**src/tr_pkg.sv**
```systemverilog
// Overview of operation
// - data termination code 000 off, 111 forbidden
// - cmd/addr termination in 6:4, 111 forbidden
// - termination at address 0b, reference 0c
// - writes and reads use write-selected copy
// - outputs follow the operate-selected copy only
// - inactive copy writes leave operation unchanged
// - reference read returns eight bits, reserved zero
// - controller writes levels 000000 to 110010 only
// - bit 6 picks range, range 1 after reset
// - range kept until rewritten or reset
// - range and level go in one write
// - level field resets to 001101
// - reference bit 7 ignored, reads zero
// - grounded calibration pin ignores calibration commands
package tr_pkg;

  // ----------------------------------------------------------------
  // mode register map
  // ----------------------------------------------------------------
  localparam logic [5:0] MA_TERM       = 6'h0b;
  localparam logic [5:0] MA_REF        = 6'h0c;
  localparam int         DQ_TERM_LSB   = 0;
  localparam int         CA_TERM_LSB   = 4;
  localparam int         LEVEL_LSB     = 0;
  localparam int         RANGE_BIT     = 6;
  localparam logic [2:0] TERM_RESERVED = 3'h7;
  localparam logic [2:0] TERM_RST      = 3'h0;
  localparam logic [5:0] LEVEL_MAX     = 6'h32;
  localparam logic [5:0] LEVEL_RST     = 6'h0d;
  localparam logic       RANGE_RST     = 1'b1;
  localparam int         NUM_SP        = 2;
  localparam logic [1:0] STRAP_SETTLE  = 2'h2;

  // ----------------------------------------------------------------
  // controller registers on the host bus
  // ----------------------------------------------------------------
  localparam logic [7:0] ADDR_CMD    = 8'h00;
  localparam logic [7:0] ADDR_SP     = 8'h04;
  localparam logic [7:0] ADDR_STATUS = 8'h08;
  localparam int         CMD_OP_LSB  = 0;
  localparam int         CMD_MA_LSB  = 8;
  localparam int         CMD_RD_BIT  = 16;
  localparam int         CMD_CAL_BIT = 17;
  localparam int         SP_WR_BIT   = 0;
  localparam int         SP_OP_BIT   = 1;
  localparam int         ST_BUSY     = 0;
  localparam int         ST_DONE     = 1;
  localparam int         ST_REFUSED  = 2;
  localparam int         ST_DATA_LSB = 8;

  typedef enum logic [0:0] {
    TR_IDLE    = 1'b0,
    TR_WAIT_RD = 1'b1
  } tr_ctl_state_t;

endpackage

```
**src/tr_mr_if.sv**
```systemverilog
`timescale 1ns/1ns
interface tr_mr_if;
  logic       mrw;
  logic       mrr;
  logic       cal_cmd;
  logic [5:0] ma;
  logic [7:0] op;
  logic       wr_sel;
  logic       op_sel;
  logic [7:0] rd_data;
  logic       rd_valid;

  modport dev (
    input  mrw,
    input  mrr,
    input  cal_cmd,
    input  ma,
    input  op,
    input  wr_sel,
    input  op_sel,
    output rd_data,
    output rd_valid
  );

  modport ctl (
    output mrw,
    output mrr,
    output cal_cmd,
    output ma,
    output op,
    output wr_sel,
    output op_sel,
    input  rd_data,
    input  rd_valid
  );
endinterface

```
**src/tr_device.sv**
```systemverilog
`timescale 1ns/1ns
module tr_device (
  input  wire logic       hclk,
  input  wire logic       hresetn,
  tr_mr_if.dev            mr,
  input  wire logic       cal_pin_gnd,
  output logic [2:0]      data_termination_field,
  output logic [2:0]      cmd_addr_termination_field,
  output logic [5:0]      ca_ref_level,
  output logic            ca_ref_range,
  output logic            cal_default,
  output logic            cal_start
);

  // ----------------------------------------------------------------
  // per set point storage
  // ----------------------------------------------------------------
  logic [2:0] dq_term_r   [tr_pkg::NUM_SP];
  logic [2:0] dq_term_nxt [tr_pkg::NUM_SP];
  logic [2:0] ca_term_r   [tr_pkg::NUM_SP];
  logic [2:0] ca_term_nxt [tr_pkg::NUM_SP];
  logic [5:0] level_r     [tr_pkg::NUM_SP];
  logic [5:0] level_nxt   [tr_pkg::NUM_SP];
  logic       range_r     [tr_pkg::NUM_SP];
  logic       range_nxt   [tr_pkg::NUM_SP];

  logic [2:0] op_dq;
  logic [2:0] op_ca;

  assign op_dq = mr.op[tr_pkg::DQ_TERM_LSB +: 3];
  assign op_ca = mr.op[tr_pkg::CA_TERM_LSB +: 3];

  genvar sp;
  generate
    for (sp = 0; sp < tr_pkg::NUM_SP; sp++) begin : g_sp
      logic hit;

      // only the copy picked by the write select takes the write
      assign hit = mr.mrw && (mr.wr_sel == 1'(sp));

      always_comb begin
        dq_term_nxt[sp] = dq_term_r[sp];
        ca_term_nxt[sp] = ca_term_r[sp];
        level_nxt[sp]   = level_r[sp];
        range_nxt[sp]   = range_r[sp];
        if (hit && mr.ma == tr_pkg::MA_TERM) begin
          // a forbidden code would leave the receiver undefined, so keep the old one
          if (op_dq != tr_pkg::TERM_RESERVED) begin
            dq_term_nxt[sp] = op_dq;
          end
          if (op_ca != tr_pkg::TERM_RESERVED) begin
            ca_term_nxt[sp] = op_ca;
          end
        end
        if (hit && mr.ma == tr_pkg::MA_REF) begin
          // bit 7 has no storage on this width
          level_nxt[sp] = mr.op[tr_pkg::LEVEL_LSB +: 6];
          range_nxt[sp] = mr.op[tr_pkg::RANGE_BIT];
        end
      end

      always_ff @(posedge hclk or negedge hresetn) begin
        if (!hresetn) begin
          dq_term_r[sp] <= tr_pkg::TERM_RST;
          ca_term_r[sp] <= tr_pkg::TERM_RST;
          level_r[sp]   <= tr_pkg::LEVEL_RST;
          range_r[sp]   <= tr_pkg::RANGE_RST;
        end else begin
          dq_term_r[sp] <= dq_term_nxt[sp];
          ca_term_r[sp] <= ca_term_nxt[sp];
          level_r[sp]   <= level_nxt[sp];
          range_r[sp]   <= range_nxt[sp];
        end
      end
    end
  endgenerate

  // ----------------------------------------------------------------
  // operating copy
  // ----------------------------------------------------------------
  logic [2:0] act_dq_r;
  logic [2:0] act_dq_nxt;
  logic [2:0] act_ca_r;
  logic [2:0] act_ca_nxt;
  logic [5:0] act_level_r;
  logic [5:0] act_level_nxt;
  logic       act_range_r;
  logic       act_range_nxt;

  // the other copy is never looked at, so writing it cannot disturb operation
  always_comb begin
    act_dq_nxt    = dq_term_r[mr.op_sel];
    act_ca_nxt    = ca_term_r[mr.op_sel];
    act_level_nxt = level_r[mr.op_sel];
    act_range_nxt = range_r[mr.op_sel];
  end

  always_ff @(posedge hclk or negedge hresetn) begin
    if (!hresetn) begin
      act_dq_r    <= tr_pkg::TERM_RST;
      act_ca_r    <= tr_pkg::TERM_RST;
      act_level_r <= tr_pkg::LEVEL_RST;
      act_range_r <= tr_pkg::RANGE_RST;
    end else begin
      act_dq_r    <= act_dq_nxt;
      act_ca_r    <= act_ca_nxt;
      act_level_r <= act_level_nxt;
      act_range_r <= act_range_nxt;
    end
  end

  assign data_termination_field     = act_dq_r;
  assign cmd_addr_termination_field = act_ca_r;
  assign ca_ref_level               = act_level_r;
  assign ca_ref_range               = act_range_r;

  // ----------------------------------------------------------------
  // mode register read
  // ----------------------------------------------------------------
  logic [7:0] rd_data_r;
  logic [7:0] rd_data_nxt;
  logic       rd_valid_r;
  logic       rd_valid_nxt;

  // termination register is write-only and answers zero like every address except the reference at 0c
  always_comb begin
    rd_data_nxt  = 8'h00;
    rd_valid_nxt = mr.mrr;
    if (mr.mrr && mr.ma == tr_pkg::MA_REF) begin
      rd_data_nxt = {1'b0, range_r[mr.wr_sel], level_r[mr.wr_sel]};
    end
  end

  always_ff @(posedge hclk or negedge hresetn) begin
    if (!hresetn) begin
      rd_data_r  <= 8'h00;
      rd_valid_r <= 1'b0;
    end else begin
      rd_data_r  <= rd_data_nxt;
      rd_valid_r <= rd_valid_nxt;
    end
  end

  assign mr.rd_data  = rd_data_r;
  assign mr.rd_valid = rd_valid_r;

  // ----------------------------------------------------------------
  // calibration strap
  // ----------------------------------------------------------------
  logic       pin_meta_r;
  logic       pin_sync_r;
  logic [1:0] settle_r;
  logic [1:0] settle_nxt;
  logic       cal_def_r;
  logic       cal_def_nxt;
  logic       cal_start_r;
  logic       cal_start_nxt;

  always_ff @(posedge hclk or negedge hresetn) begin
    if (!hresetn) begin
      pin_meta_r <= 1'b0;
      pin_sync_r <= 1'b0;
    end else begin
      pin_meta_r <= cal_pin_gnd;
      pin_sync_r <= pin_meta_r;
    end
  end

  // the strap may not change after power-up; it is checked every cycle once
  // the synchroniser has settled, until a low pin clears default calibration, which is assumed till then
  always_comb begin
    settle_nxt    = settle_r;
    cal_def_nxt   = cal_def_r;
    cal_start_nxt = 1'b0;
    if (settle_r != tr_pkg::STRAP_SETTLE) begin
      settle_nxt = settle_r + 2'h1;
    end else if (settle_r == tr_pkg::STRAP_SETTLE && cal_def_r && !pin_sync_r) begin
      cal_def_nxt = 1'b0;
    end
    if (mr.cal_cmd && !cal_def_r) begin
      cal_start_nxt = 1'b1;
    end
  end

  // strap level is latched one-way: a later rise on the synced pin is ignored
  // only because cal_def_r cannot return to one outside reset
  always_ff @(posedge hclk or negedge hresetn) begin
    if (!hresetn) begin
      settle_r    <= 2'h0;
      cal_def_r   <= 1'b1;
      cal_start_r <= 1'b0;
    end else begin
      settle_r    <= settle_nxt;
      cal_def_r   <= cal_def_nxt;
      cal_start_r <= cal_start_nxt;
    end
  end

  assign cal_default = cal_def_r;
  assign cal_start   = cal_start_r;

endmodule

```
**src/flat_wrapper.sv**
```systemverilog
// flat-port wrapper written by rule: the top's interface ports become plain ports
module tr_device_flat 
  (hclk, hresetn, cal_pin_gnd, data_termination_field, cmd_addr_termination_field, ca_ref_level, ca_ref_range, cal_default, cal_start, mr_mrw, mr_mrr, mr_cal_cmd, mr_ma, mr_op, mr_wr_sel, mr_op_sel, mr_rd_data, mr_rd_valid);
  tr_mr_if mr_i ();
  input  wire logic hclk;
  input  wire logic hresetn;
  input  wire logic cal_pin_gnd;
  output logic [2:0] data_termination_field;
  output logic [2:0] cmd_addr_termination_field;
  output logic [5:0] ca_ref_level;
  output logic ca_ref_range;
  output logic cal_default;
  output logic cal_start;
  input wire logic [$bits(mr_i.mrw)-1:0] mr_mrw;
  input wire logic [$bits(mr_i.mrr)-1:0] mr_mrr;
  input wire logic [$bits(mr_i.cal_cmd)-1:0] mr_cal_cmd;
  input wire logic [$bits(mr_i.ma)-1:0] mr_ma;
  input wire logic [$bits(mr_i.op)-1:0] mr_op;
  input wire logic [$bits(mr_i.wr_sel)-1:0] mr_wr_sel;
  input wire logic [$bits(mr_i.op_sel)-1:0] mr_op_sel;
  output wire logic [$bits(mr_i.rd_data)-1:0] mr_rd_data;
  output wire logic [$bits(mr_i.rd_valid)-1:0] mr_rd_valid;
  assign mr_i.mrw = mr_mrw;
  assign mr_i.mrr = mr_mrr;
  assign mr_i.cal_cmd = mr_cal_cmd;
  assign mr_i.ma = mr_ma;
  assign mr_i.op = mr_op;
  assign mr_i.wr_sel = mr_wr_sel;
  assign mr_i.op_sel = mr_op_sel;
  assign mr_rd_data = mr_i.rd_data;
  assign mr_rd_valid = mr_i.rd_valid;
  tr_device u_core (.hclk(hclk), .hresetn(hresetn), .mr(mr_i), .cal_pin_gnd(cal_pin_gnd), .data_termination_field(data_termination_field), .cmd_addr_termination_field(cmd_addr_termination_field), .ca_ref_level(ca_ref_level), .ca_ref_range(ca_ref_range), .cal_default(cal_default), .cal_start(cal_start));
endmodule
```
**config.mk**
```make
export PLATFORM = sky130hd
export DESIGN_NAME = tr_device_flat
export DESIGN_NICKNAME = d
export VERILOG_FILES = /design/src/tr_pkg.sv /design/src/tr_mr_if.sv /design/src/tr_device.sv /design/src/flat_wrapper.sv
export SDC_FILE = /design/constraint.sdc
export NUM_CORES = 1
export LEC_CHECK = 0
export ABC_CLOCK_PERIOD_IN_PS = 1000
export BUFFER_PORTS_ARGS = -buffer_cell sky130_fd_sc_hd__buf_2
export CORE_AREA = 8 8 102 104
export DETAILED_ROUTE_END_ITERATION = 8
export DIE_AREA = 0 0 110 112
export GPL_TIMING_DRIVEN = 0
export PLACE_DENSITY = 0.44
export SETUP_SLACK_MARGIN = 0.5
export SYNTH_ARGS = -nofsm -noshare
export SYNTH_HDL_FRONTEND = slang
export SYNTH_SLANG_ARGS = --single-unit
```
**constraint.sdc**
```tcl
create_clock -name hclk -period 1 [get_ports hclk]
set_input_delay 0 -clock hclk [delete_from_list [all_inputs] [get_ports hclk]]
set_output_delay 0 -clock hclk [all_outputs]
set_load 0.01 [all_outputs]
```
==> run summary <==
The run finished, with violations left. The checks that failed: hold timing. The starting density of the core was 24.2%. The tools report the storage element area as 1340 µm². For the tightest slew margin relative to the limit, the log shows 55.6%.

The global placement routability congestion is 0.736. STA puts the critical path data arrival time at 0.94 ns. Across the run, the number of max-cap violations was 0. At the worst endpoint, the required time is 1.00 ns. The peak ir drop on the vdd network is 0.606 mV, and the overall power is 4280 µW.

In this run the tool buffered the top-level ports with 43 buffer cells. The initialized floorplan defines 35 standard-cell rows. The via count of the first global-routing pass came out at 1469.

TritonCTS built the clock tree. Broken down by cell family, the worst path's largest delay share belongs to flip-flops. Count of pins over their slew limit: 0. Most common cell after layout, fill and taps aside: sky130_fd_sc_hd__dfrtp_1. The number of buffers and inverters on the critical path is 1, and the largest net degree at the start of global routing is 54. The synthesis-to-finish area growth is 32.6%.

Critical path launch point type: a flop. Global routing used 8.35% of the available tracks across all layers. The power per cell area was 1500 nW/µm². The floorplan step defined a die boundary enclosing 12300 µm².

In this run the deepest clock path goes through 2 buffers. Counting I/O delays and the setup requirement, the final critical path takes 0.936 ns. The transition time at the pin with the least slew margin works out to 0.666 ns. Summing over every cut layer, the via total after detailed routing is 1370. For the clock latency on the worst-skew pair, the log shows 0.30 ns.

The run gives 0 as the global route total overflow. On the final layout, the worst clock skew is 0.00537 ns. Leaving out filler cells and counting taps, the final layout contains 324.

STA classifies the critical path endpoint as an output pin. The wire length of the first global-routing pass was 8.02 mm; the final count of hold timing violations was 43. Clock-pin slew was measured on the worst setup and hold paths at 0.09 ns. Post-synthesis average cell area: 13.8 µm². The number of clock buffers added by TritonCTS is 5. The signal on the critical path passes through buf_6. The final clock period utilization by the worst path was 93.6%; the worst hold slack was -0.275 ns. The post-route netlist has 57.3% of its cells at a drive strength greater than 1.

The area of the mapped netlist is 2150 µm². The buffer cell driving the clock tree root is sky130_fd_sc_hd__clkbuf_8. The netlist uses 25 different library cells. Synthesis produced a netlist whose cell count is 156. The leakage power of the design was 0.00139 µW. The tools report the count of yosys warnings during synthesis as 0.

In this run, post-CTS hold repair placed 2 buffers. Setup violations remaining at the end of the flow were counted as 0. The logs give 29 for the DRC violation total after the first TritonRoute iteration and 179 for the net count after synthesis. The run gives 0 as the count of inserted antenna diode cells. Setup repair after global routing could not meet its margin everywhere. The tools report the total wirelength of the detailed-routed design as 4.83 mm. Along the worst path, the maximum fanout reaches 2. In the final design database the tool counted 235 nets. In the final layout, the multi-input gates occupy 830 µm². The number of iterations in the first detailed-routing pass was 5.

The core region is 8890 µm². The detail-routed via count per cell was 4.23. The tree built by TritonCTS fans out to 53 sinks. From bottom edge to top edge, the die measures 112 µm. The run gives 0 as the number of antenna violations at the first check in global routing. The detail-routed net length per standard cell came out at 14.9 µm. For this run, design rule violations remaining after detail routing come to 0.

Including well taps, the total number of placed cells is 310. The share of the Yosys chip area taken by registers is 62.5%. The register bit total from synthesis works out to 53.

Detailed placement finished with a half-perimeter wire length of 3.41 mm. Static timing analysis puts the maximum clock frequency at 1070 MHz. The die is 110 µm wide. The library cells used most frequently in the layout, excluding fill and tap cells, are sky130_fd_sc_hd__dfrtp_1 (40), sky130_fd_sc_hd__buf_2 (33), sky130_fd_sc_hd__mux2_2 (18), sky130_fd_sc_hd__buf_6 (14), sky130_fd_sc_hd__dfstp_2 (13). The number of top-level pins was 46. The worst hold-check path type was in2async. The maximum level of the CTS H-tree is 2, and the number of filler instances in the final layout is 910. The cell with the largest stage delay on the worst path is sky130_fd_sc_hd__dfstp_2. Critical path class: reg2out. The tools report the remaining number of nets flagged by the antenna check after routing as 0. The maximum cell stage delay along the critical path is 0.55 ns.
-- cells in the mapped netlist, drive strengths merged --
library cell,instances,area [µm²]
a21boi,1,7.51
o21ai,1,5.00
buf,7,50.1
xnor2,1,8.76
mux2i,7,70.1
conb,1,3.75
and2,2,12.5
nand4,1,21.3
nor2b,1,6.26
dfrtp,40,1000
mux2,27,304
nand4b,1,23.8
and4b,1,10.0
nand3,1,5.00
ha,1,12.5
dfstp,13,342
inv,8,30.0
nand2,7,26.3
a21oi,12,60.1
and4bb,3,45.0
a31oi,12,75.1
nor2,8,30.0
-- per-stage QoR --
stage / worst slack, ns / util [%] / TNS [ns] / hold WS [ns] / area [µm²]
floorplan: 0.0833 / - / 0 / -0.296 / 2220
detailed placement: -0.167 / 29.0 / -6.05 / 0.113 / 2580
CTS: 0.0496 / 31.4 / 0 / -0.246 / 2790
global route: 0.0300 / 32.1 / 0 / -0.223 / 2850
global placement: -0.166 / 29.0 / -6.96 / 0.109 / 2580
finish: 0.0639 / 32.1 / 0 / -0.275 / 2850
-- state kept, by name (all words and copies together) (netlist names) --
| name | flops |
|---|---|
| u_core.ca_ref_level | 6 |
| u_core.ca_ref_range | 1 |
| u_core.ca_term_r | 6 |
| u_core.cal_default | 1 |
| u_core.cal_start | 1 |
| u_core.cmd_addr_termination_field | 3 |
| u_core.data_termination_field | 3 |
| u_core.dq_term_r | 6 |
| u_core.level_r | 12 |
| u_core.mr.rd_data | 7 |
| u_core.mr.rd_valid | 1 |
| u_core.pin_meta_r | 1 |
| u_core.pin_sync_r | 1 |
| u_core.range_r | 2 |
| u_core.settle_r | 2 |
-- cell families (layout without fill, tap and decap cells) --
kind of cell	after synthesis	count (layout)	synth area share, %
mux	34	34	17.4
simple gates	25	25	8.38
other cells	1	1	0.174
xor+xnor	1	1	0.408
compound gates	26	26	6.87
buf+inv	15	72	3.73
flops	53	53	62.5
fa+ha+maj	1	1	0.582
-- power breakdown --
part	switching [µW]	internal [µW]	total [µW]
clock network	668	627	1290
logic	267	294	562
registers	82.3	2340	2420
-- routing by layer --
layer | up-vias | track usage, % | share of wire [%]
li1 | 652 | - | -
met1 | 682 | 11.1 | 46
met2 | 30 | 12.4 | 47
met3 | 6 | 2.89 | 6.4
met4 | 0 | 2.16 | 1.0
met5 | - | 0 | 0
-- path summary, 6_finish.rpt --
path / start / to / slack (ns) / cells past startpoint
worst max-delay path: u_core.cal_default$_DFFE_PN1P_ / cal_default / 0.06 / 1
worst min-delay path: hresetn / u_core.mr.rd_data[5]$_DFF_PN0_ / -0.27 / 1
worst max register to register: u_core.cal_default$_DFFE_PN1P_ / u_core.cal_default$_DFFE_PN1P_ / 0.16 / 2
worst min register to register: u_core.pin_meta_r$_DFF_PN0_ / u_core.pin_sync_r$_DFF_PN0_ / 0.36 / 0
max in group asynchronous: hresetn / u_core.level_r[7]$_DFFE_PN0P_ / 0.82 / 1
min in group hclk: mr_cal_cmd / u_core.cal_start$_DFF_PN0_ / -0.08 / 2
-- repair_timing --
action	CTS	global route
pin swaps	2	0
endpoints found under the hold margin	48	43
setup endpoints to repair	126	73
resized for setup	14	12
setup buffers	4	0
-- area by class of cell --
cell class / count / share of cell area, %
Clock inverter: 1 / 0.176
Timing Repair Buffer: 49 / 11.6
Inverter: 8 / 1.05
Tap cell: 111 / 4.87
Clock buffer: 7 / 3.38
Sequential cell: 53 / 47.1
Multi-Input combinational cell: 88 / 29.1
Buffer: 7 / 2.72
Power figures use the tool's default switching activity.
